--- src/logic/pli_regs.vh ---
// Constants of the port lamp indicator: register offsets, fields, reset values, timing.
// Assumes a 40 MHz system clock and a word-wide AHB-Lite slave port.
`ifndef PLI_REGS_VH
`define PLI_REGS_VH

// ==========================================================================
// Register map.
`define PLI_PORT_STRIDE   8'h10
`define PLI_OFS_CTL1      4'h0
`define PLI_OFS_CTL2      4'h4
`define PLI_OFS_BASIC     4'h8
`define PLI_OFS_BEHAV     8'h40
`define PLI_OFS_PINCFG    8'h44
`define PLI_OFS_POL       8'h48
`define PLI_OFS_STATUS    8'h4c

// ==========================================================================
// Fields and reset values.
`define PLI_CTL1_LEGACY   6
`define PLI_CTL1_RST      8'h40
`define PLI_CTL2_RST      8'h00
`define PLI_BASIC_ISO     0
`define PLI_BASIC_PD      1
`define PLI_BEHAV_RST     8'h01
`define PLI_BEHAV_STR_EN  2
`define PLI_STATUS_STRAP  8
`define PLI_SPD_10        2'h0
`define PLI_SPD_100       2'h1
`define PLI_SPD_1000      2'h2

// Enhanced selections.
`define PLI_SEL_DUPLEX    4'h8
`define PLI_SEL_COLL      4'h9
`define PLI_SEL_ACT       4'ha
`define PLI_SEL_FAULT     4'hc
`define PLI_SEL_OFF       4'he
`define PLI_SEL_ON        4'hf

// ==========================================================================
// Timing: one lamp tick per millisecond, blink half periods in ticks.
`define PLI_CLK_KHZ       40000
`define PLI_TICK_US       1000
`define PLI_BLINK_HP0     8'h19
`define PLI_BLINK_HP1     8'h32
`define PLI_BLINK_HP2     8'h64
`define PLI_BLINK_HP3     8'hc8
`define PLI_STRETCH_TICKS 8'h28

`endif

--- src/logic/pli_lamp_ctrl.v ---
// Port lamp indicator: AHB-Lite registers, scheme selection and lamp pin drivers.
// Assumes port status inputs come from logic on sys_clk; straps and hold-quiet are pins.
//
// The address map and the AHB-Lite slave port are this design's own decisions.
`timescale 1ns/1ps
`include "pli_regs.vh"

module pli_lamp_ctrl #(
  parameter PORTS    = 4,
  parameter TICK_CYC = (`PLI_TICK_US * `PLI_CLK_KHZ) / 1000
) (
  // Clock and reset.
  input  wire                 sys_clk,
  input  wire                 rst_b,
  // AHB-Lite slave.
  input  wire                 hsel,
  input  wire [7:0]           haddr,
  input  wire [1:0]           htrans,
  input  wire                 hwrite,
  input  wire [2:0]           hsize,
  input  wire [31:0]          hwdata,
  input  wire                 hready,
  output reg  [31:0]          hrdata,
  output reg                  hreadyout,
  output reg                  hresp,
  // Port status, one bit or field per port.
  input  wire [PORTS-1:0]     link_up,
  input  wire [2*PORTS-1:0]   link_speed,
  input  wire [PORTS-1:0]     full_duplex,
  input  wire [PORTS-1:0]     activity,
  input  wire [PORTS-1:0]     collision,
  input  wire [PORTS-1:0]     pd_fault,
  // Pins: straps and hold-quiet.
  input  wire                 hold_quiet,
  input  wire                 lamp_style_strap,
  input  wire [2*PORTS-1:0]   lamp_polarity_strap,
  // Lamp pins, lamp one at bit 2p, lamp two at bit 2p+1.
  output reg  [2*PORTS-1:0]   lamp_out,
  output reg  [2*PORTS-1:0]   lamp_oe
);

  localparam NL = 2 * PORTS;

  // ==========================================================================
  // Pin synchronisers and strap capture.
  // Straps are caught on the third edge after reset release, once both stages hold a clean level.
  reg  [NL+1:0] pin_s1_q;
  reg  [NL+1:0] pin_s2_q;
  reg  [1:0]    strap_cnt_q;
  reg           style_q;
  reg  [NL-1:0] pol_q;
  wire          quiet = pin_s2_q[NL+1];

  always @(posedge sys_clk) begin
    pin_s1_q <= {hold_quiet, lamp_style_strap, lamp_polarity_strap};
    pin_s2_q <= pin_s1_q;
  end

  // ==========================================================================
  // AHB-Lite address phase capture; zero wait states, always OKAY.
  reg        wr_q;
  reg  [7:0] wa_q;
  wire       acc = hsel & htrans[1] & hready;
  wire [1:0] rp  = haddr[5:4];
  wire [3:0] ro  = haddr[3:0];
  wire [1:0] wp  = wa_q[5:4];
  wire [3:0] wo  = wa_q[3:0];
  wire       wport = wr_q & (wa_q[7:6] == 2'h0);

  reg  [7:0]    ctl1_q  [0:PORTS-1];
  reg  [7:0]    ctl2_q  [0:PORTS-1];
  reg  [1:0]    basic_q [0:PORTS-1];
  reg  [7:0]    behav_q;
  reg  [31:0]   pincfg_q;
  reg  [NL-1:0] on_q;
  integer       i;

  always @(posedge sys_clk) begin
    if (!rst_b) begin
      wr_q      <= 1'b0;
      wa_q      <= 8'h00;
      hreadyout <= 1'b0;
      hresp     <= 1'b0;
      hrdata    <= 32'h0000_0000;
    end else begin
      hreadyout <= 1'b1;
      wr_q      <= acc & hwrite;
      if (acc)
        wa_q <= haddr;
      // Read data is settled in the address phase so the data phase carries it from a flop.
      hrdata <= 32'h0000_0000;
      if (acc & ~hwrite) begin
        if (haddr[7:6] == 2'h0 && ro == `PLI_OFS_CTL1)
          hrdata <= {24'h00_0000, ctl1_q[rp]};
        else if (haddr[7:6] == 2'h0 && ro == `PLI_OFS_CTL2)
          hrdata <= {24'h00_0000, ctl2_q[rp]};
        else if (haddr[7:6] == 2'h0 && ro == `PLI_OFS_BASIC)
          hrdata <= {30'h0, basic_q[rp]};
        else if (haddr == `PLI_OFS_BEHAV)
          hrdata <= {24'h00_0000, behav_q};
        else if (haddr == `PLI_OFS_PINCFG)
          hrdata <= pincfg_q;
        else if (haddr == `PLI_OFS_POL)
          hrdata <= {{(32-NL){1'b0}}, pol_q};
        else if (haddr == `PLI_OFS_STATUS)
          hrdata <= {23'h0, style_q, on_q};
      end
    end
  end

  // ==========================================================================
  // Register writes in the data phase.
  always @(posedge sys_clk) begin
    if (!rst_b) begin
      for (i = 0; i < PORTS; i = i + 1) begin
        ctl1_q[i]  <= `PLI_CTL1_RST;
        ctl2_q[i]  <= `PLI_CTL2_RST;
        basic_q[i] <= 2'h0;
      end
      behav_q     <= `PLI_BEHAV_RST;
      pincfg_q    <= 32'h0000_0000;
      pol_q       <= {NL{1'b0}};
      style_q     <= 1'b0;
      strap_cnt_q <= 2'h0;
    end else begin
      // Strap capture waits out the two synchroniser stages after release.
      if (strap_cnt_q != 2'h3)
        strap_cnt_q <= strap_cnt_q + 2'h1;
      if (strap_cnt_q == 2'h2) begin
        style_q <= pin_s2_q[NL];
        pol_q   <= ~pin_s2_q[NL-1:0];
      end
      if (wport && wo == `PLI_OFS_CTL1)
        ctl1_q[wp] <= hwdata[7:0];
      if (wport && wo == `PLI_OFS_CTL2)
        ctl2_q[wp] <= hwdata[7:0];
      if (wport && wo == `PLI_OFS_BASIC)
        basic_q[wp] <= hwdata[1:0];
      if (wr_q && wa_q == `PLI_OFS_BEHAV)
        behav_q <= hwdata[7:0];
      if (wr_q && wa_q == `PLI_OFS_PINCFG)
        pincfg_q <= hwdata;
      if (wr_q && wa_q == `PLI_OFS_POL && strap_cnt_q == 2'h3)
        pol_q <= hwdata[NL-1:0];
    end
  end

  // ==========================================================================
  // Millisecond tick and blink phase.
  // The tick is a one-cycle enable; every slower lamp rate counts these ticks.
  reg  [15:0] div_q;
  reg  [7:0]  blk_cnt_q;
  reg         blink_q;
  reg         tick_q;
  reg  [7:0]  half_p;

  always @* begin
    case (behav_q[1:0])
      2'h0:    half_p = `PLI_BLINK_HP0;
      2'h1:    half_p = `PLI_BLINK_HP1;
      2'h2:    half_p = `PLI_BLINK_HP2;
      default: half_p = `PLI_BLINK_HP3;
    endcase
  end

  always @(posedge sys_clk) begin
    if (!rst_b) begin
      div_q     <= 16'h0000;
      tick_q    <= 1'b0;
      blk_cnt_q <= 8'h00;
      blink_q   <= 1'b0;
    end else begin
      tick_q <= (div_q == TICK_CYC[15:0] - 16'h0001);
      if (div_q == TICK_CYC[15:0] - 16'h0001)
        div_q <= 16'h0000;
      else
        div_q <= div_q + 16'h0001;
      if (tick_q) begin
        if (blk_cnt_q >= half_p - 8'h01) begin
          blk_cnt_q <= 8'h00;
          blink_q   <= ~blink_q;
        end else begin
          blk_cnt_q <= blk_cnt_q + 8'h01;
        end
      end
    end
  end

  // ==========================================================================
  // Enhanced selection: source for one lamp from its four-bit field.
  function enh_lamp;
    input [3:0] sel;
    input       lnk;
    input [1:0] spd;
    input       act;
    input       fdx;
    input       col;
    input       flt;
    input       blk;
    reg   [2:0] mask;
    reg         hit;
    begin
      case (sel)
        4'h0:    mask = 3'b111;
        4'h1:    mask = 3'b100;
        4'h2:    mask = 3'b010;
        4'h3:    mask = 3'b001;
        4'h4:    mask = 3'b110;
        4'h5:    mask = 3'b101;
        4'h6:    mask = 3'b011;
        default: mask = 3'b000;
      endcase
      hit = lnk & ((spd == `PLI_SPD_1000 & mask[2]) | (spd == `PLI_SPD_100 & mask[1]) |
                   (spd == `PLI_SPD_10 & mask[0]));
      case (sel)
        `PLI_SEL_DUPLEX: enh_lamp = lnk & (fdx | (col & blk));
        `PLI_SEL_COLL:   enh_lamp = col & blk;
        `PLI_SEL_ACT:    enh_lamp = act & blk;
        `PLI_SEL_FAULT:  enh_lamp = flt;
        `PLI_SEL_OFF:    enh_lamp = 1'b0;
        `PLI_SEL_ON:     enh_lamp = 1'b1;
        default:         enh_lamp = hit & (~act | blk);
      endcase
    end
  endfunction

  // ==========================================================================
  // Per-port activity stretch, scheme choice and lamp state.
  wire [NL-1:0] lamp_on;
  genvar p;
  generate
    for (p = 0; p < PORTS; p = p + 1) begin : g_port
      reg  [7:0] str_q;
      reg  [7:0] cstr_q;
      wire       legacy = ctl1_q[p][`PLI_CTL1_LEGACY];
      wire [1:0] spd    = link_speed[2*p+1:2*p];
      wire       str_en = behav_q[`PLI_BEHAV_STR_EN];
      wire       act    = activity[p] | (str_en & (str_q != 8'h00));
      wire       col    = collision[p] & ~full_duplex[p] | (str_en & (cstr_q != 8'h00));
      wire       lnk    = link_up[p];
      wire       lit    = ~act | blink_q;
      wire       kill   = basic_q[p][`PLI_BASIC_ISO] | basic_q[p][`PLI_BASIC_PD] | quiet;
      reg        one;
      reg        two;

      // Stretch keeps short bursts visible for at least one blink phase at the fastest blink rate only.
      always @(posedge sys_clk) begin
        if (!rst_b) begin
          str_q  <= 8'h00;
          cstr_q <= 8'h00;
        end else begin
          if (activity[p])
            str_q <= `PLI_STRETCH_TICKS;
          else if (tick_q && str_q != 8'h00)
            str_q <= str_q - 8'h01;
          if (collision[p] & ~full_duplex[p])
            cstr_q <= `PLI_STRETCH_TICKS;
          else if (tick_q && cstr_q != 8'h00)
            cstr_q <= cstr_q - 8'h01;
        end
      end

      always @* begin
        if (legacy && style_q) begin
          two = lnk;
          one = lnk & act & blink_q;
        end else if (legacy) begin
          two = lnk & (spd == `PLI_SPD_1000 | spd == `PLI_SPD_10) & lit;
          one = lnk & (spd == `PLI_SPD_100 | spd == `PLI_SPD_10) & lit;
        end else begin
          one = enh_lamp(ctl2_q[p][3:0], lnk, spd, act, full_duplex[p], col, pd_fault[p],
                         blink_q);
          two = enh_lamp(ctl2_q[p][7:4], lnk, spd, act, full_duplex[p], col, pd_fault[p],
                         blink_q);
        end
      end

      assign lamp_on[2*p]   = one & ~kill;
      assign lamp_on[2*p+1] = two & ~kill;
    end
  endgenerate

  // ==========================================================================
  // Pin drivers. Pin config holds enable, lamp function, output and open-drain bytes.
  // Open-drain drive only ever drives the active level, so an inverted lamp still works.
  wire [NL-1:0] pin_en  = pincfg_q[NL-1:0] & pincfg_q[8+NL-1:8] & pincfg_q[16+NL-1:16];
  wire [NL-1:0] pin_od  = pincfg_q[24+NL-1:24];
  wire [NL-1:0] level   = ~(lamp_on ^ pol_q);

  always @(posedge sys_clk) begin
    if (!rst_b) begin
      lamp_out <= {NL{1'b0}};
      lamp_oe  <= {NL{1'b0}};
      on_q     <= {NL{1'b0}};
    end else begin
      on_q     <= lamp_on;
      lamp_out <= level & pin_en;
      lamp_oe  <= pin_en & (~pin_od | lamp_on);
    end
  end

endmodule // pli_lamp_ctrl

--- config.mk ---
export PLATFORM = sky130hd
export DESIGN_NAME = pli_lamp_ctrl
export DESIGN_NICKNAME = d
export VERILOG_FILES = /design/src/logic/pli_lamp_ctrl.v
export VERILOG_INCLUDE_DIRS = /design/src /design/src/logic
export SDC_FILE = /design/constraint.sdc
export NUM_CORES = 1
export LEC_CHECK = 0
export ABC_AREA = 1
export BUFFER_PORTS_ARGS = -buffer_cell sky130_fd_sc_hd__buf_2
export CAP_MARGIN = 5
export CORE_MARGIN = 2
export CORE_UTILIZATION = 40
export CTS_CLUSTER_SIZE = 40
export DETAILED_ROUTE_END_ITERATION = 7
export PLACE_DENSITY = 0.6
export SYNTH_ARGS = -nofsm -noshare
export SYNTH_HDL_FRONTEND = slang
export SYNTH_SLANG_ARGS = --single-unit
--- constraint.sdc ---
create_clock -name sys_clk -period 2.8 [get_ports sys_clk]
set_input_delay 0.56 -clock sys_clk [delete_from_list [all_inputs] [get_ports sys_clk]]
set_output_delay 0.56 -clock sys_clk [all_outputs]
set_load 0.01 [all_outputs]
==> impl_metrics.toml <==
[critical_path]
path_class = "flip-flop to flip-flop"
cp.required_ps = 3180
r2r-start = "behav_q[0]"
worstPathMaxFanout = 7
end_kind = "flip-flop"
startpoint_type = "flip-flop"
startpoint = "behav_q[0]"
reg2reg_depth = 12
cp.arrival_ps = 2720

[global_routing]
grt_first_pass_wirelength_um = 59000
grt.overflow.total = 0
antenna_found_initial = 1
grt_pass1_vias = 11600
grt_max_degree = 55
grt_util_all_layers_pct = 20.4

[drt]
antenna_left = 0
wl_met2_um = 17800
num_vias = 12400
via_per_inst = 5.05
drt_iter0_drc = 950
wl_um = 37500
drc = 0
wl_met1_um = 17100
wl_met3_um = 1800
top_layer = "met4"
wl_per_cell_um = 15.3
first_pass_iters = 5

[sta]
setup_viol = 0
maxSlewViolCount = 0
timing.hold.ws_ps = 141
final.period_utilization_pct = 83.5
tightest_slew_ps = 1100
finalClockSkew_ps = 32.3
clock.fmax_mhz = 428
finalHoldViolCount = 0
rsz0062_at_grt = "false"
finalSetupTns_ps = 0
slew_headroom_pct = 26.0
min_period_ps = 2340

[synthesis]
synth_area_leaders = "dfxtp_1 32%, edfxtp_1 15%, nand2_1 7.3%"
synthCells = 1825
syn_area_per_cell_um2 = 7.70
synth_edf_count = 72
ys_seq_area_share_pct = 47.7
ys_warn_count = 0
synth.net_count = 1944
async_flop_share_pct = 0
synth_area_um2 = 14000
yosysTopAreaCell = "dfxtp_1"
synth_top_area_share_pct = 32.3
synth-seq-cells = 299
synthFlopType = "dfxtp_1"
synth_cell_types = 54

[die]
io_pins = 138
dieWidth_um = 191
core_um2 = 34500
die-height_um = 191
row_count = 68
initial_core_util_pct = 40.7
dieArea_um2 = 36600

[placement]
place.gp.congestion = 0.884
place_area_um2 = 15300
port_buffers = 132
place_hpwl_um = 28400
post-place-cells = 2387

[outcome]
status = "complete, no violations"

[clocking]
cts_root_buf = "clkbuf_16"
htreeDepth = 2
cts_setup_buffers = 0
cts_max_path_buffers = 3
path_clk_slew_ps = 60
clk_latency_ps = 530
cts_sinks = 299
cts_resized = 0
cts_hold_buf = 0
cts_tree = "built"
numCtsBuffers = 34

[final_layout]
final_common_cell = "nand2_1"
mostFrequentLayoutCells = "273 x nand2_1, 272 x inv_1, 259 x nor2_1"
stdcell_count = 2451
area_growth_pct = 17.0
design_area_um2 = 16400
drive_above_1_share_pct = 12.7
fin_nets = 2088

[worst_hold_path]
holdPathStages = 1
hold_path_class = "input pin to flip-flop"
min_from = "lamp_polarity_strap[6]"

[pwr]
power.density_nw_per_um2 = 596
vdd_drop_max_mv = 0.424
leakage_uw = 0.00705

[job]
timing.max_cap.violations = 0
-- metrics by stage --
stage | utilization (%) | worst slack (ps) | total power, µW
CTS | 47.5 | 327 | 9890
floorplan | - | 789 | 5060
finish | 47.6 | 463 | 9790
detailed placement | 44.2 | 374 | 5320
global placement | 44.2 | 495 | 5310
global route | 47.6 | 236 | 10200
-- critical path, cell delays in order (launching register included) --
cell       delay (ps)
dfxtp_1           440
inv_1             140
ha_1              230
inv_1              80
ha_1              230
ha_1              290
a21oi_1            60
o21ai_0           150
nand2_1            70
o2111ai_1         100
nand2_1           130
nand2_1           210
nor2_1             70
-- synthesized netlist by cell type (2+ instances only) --
| library cell | number |
|---|---|
| clkbuf_1 | 34 |
| ha_1 | 31 |
| nand3_2 | 3 |
| buf_6 | 3 |
| nor3b_2 | 2 |
| inv_2 | 8 |
| o31ai_1 | 6 |
| a21oi_1 | 147 |
| a21boi_0 | 4 |
| nor4_1 | 5 |
| nand4_1 | 25 |
| o21bai_1 | 2 |
| buf_2 | 9 |
| nand3b_1 | 9 |
| nand3_1 | 85 |
| edfxtp_1 | 72 |
| nor3_2 | 2 |
| nor3_4 | 3 |
| or2_2 | 3 |
| nor3_1 | 39 |
| o21ai_1 | 6 |
| xor2_1 | 22 |
| buf_4 | 5 |
| dfxtp_1 | 227 |
| nor2_1 | 259 |
| nand2_1 | 273 |
| o21ai_0 | 173 |
| inv_1 | 272 |
| o21ai_2 | 3 |
| xnor2_1 | 4 |
| nor3b_1 | 7 |
| a211oi_1 | 7 |
| a31oi_1 | 14 |
| nor2_2 | 6 |
| nand2_2 | 5 |
| o22ai_1 | 17 |
| mux2i_1 | 8 |
| o2111ai_1 | 6 |
| o211ai_1 | 4 |
-- worst paths after layout --
kind / endpoint / slack [ps]
max reg2reg: blk_cnt_q[5] / 460
max: blk_cnt_q[5] / 460
min reg2reg: pin_s2_q[4] / 330
min: pin_s1_q[6] / 140
-- flip-flops by register name, indices dropped and copies added (netlist names), 2 cells and up --
signal and flops:
div_q 16, pin_s2_q 10, ctl2_q 32, lamp_out 8
behav_q 8, on_q 8, ctl1_q 32, strap_cnt_q 2
hrdata 32, pin_s1_q 10, basic_q 8, pol_q 8
wa_q 8, blk_cnt_q 8, pincfg_q 32, g_port.cstr_q 32
lamp_oe 8, g_port.str_q 32
-- layout make-up --
class / instances / area (µm²)
Sequential cell: 299 / 6710
Multi-Input combinational cell: 1194 / 6040
Antenna cell: 2 / 5.00
Clock buffer: 46 / 987
Timing Repair Buffer: 159 / 886
Fill cell: 3443 / 18100
Inverter: 281 / 1050
Clock inverter: 15 / 180
Tap cell: 455 / 569
-- where the power goes --
group | switching [µW] | internal (µW)
Sequential | 71.7 | 4510
Clock | 1790 | 2770
Combinational | 436 | 217
-- cells by family (layout without fill, tap and decap cells) --
group / count (synthesis) / after routing / share of synthesized area, %
AOI/OAI and AO/OA: 392 / 392 / 15.0
muxes: 8 / 8 / 0.570
and+or+nand+nor: 736 / 736 / 23.1
buffers and inverters: 332 / 501 / 9.24
xor gates and xnor gates: 26 / 26 / 1.62
DFF: 299 / 299 / 47.7
adders and majority gates: 31 / 31 / 2.76
other: 1 / 3 / 0.0267
-- per-layer routing --
metal	track usage, %	vias up
met5	0	-
met4	6.60	0
met3	2.44	58
met2	34.1	323
met1	27.4	5732
li1	-	6273
Note: power is estimated with default switching activity, not from simulation.
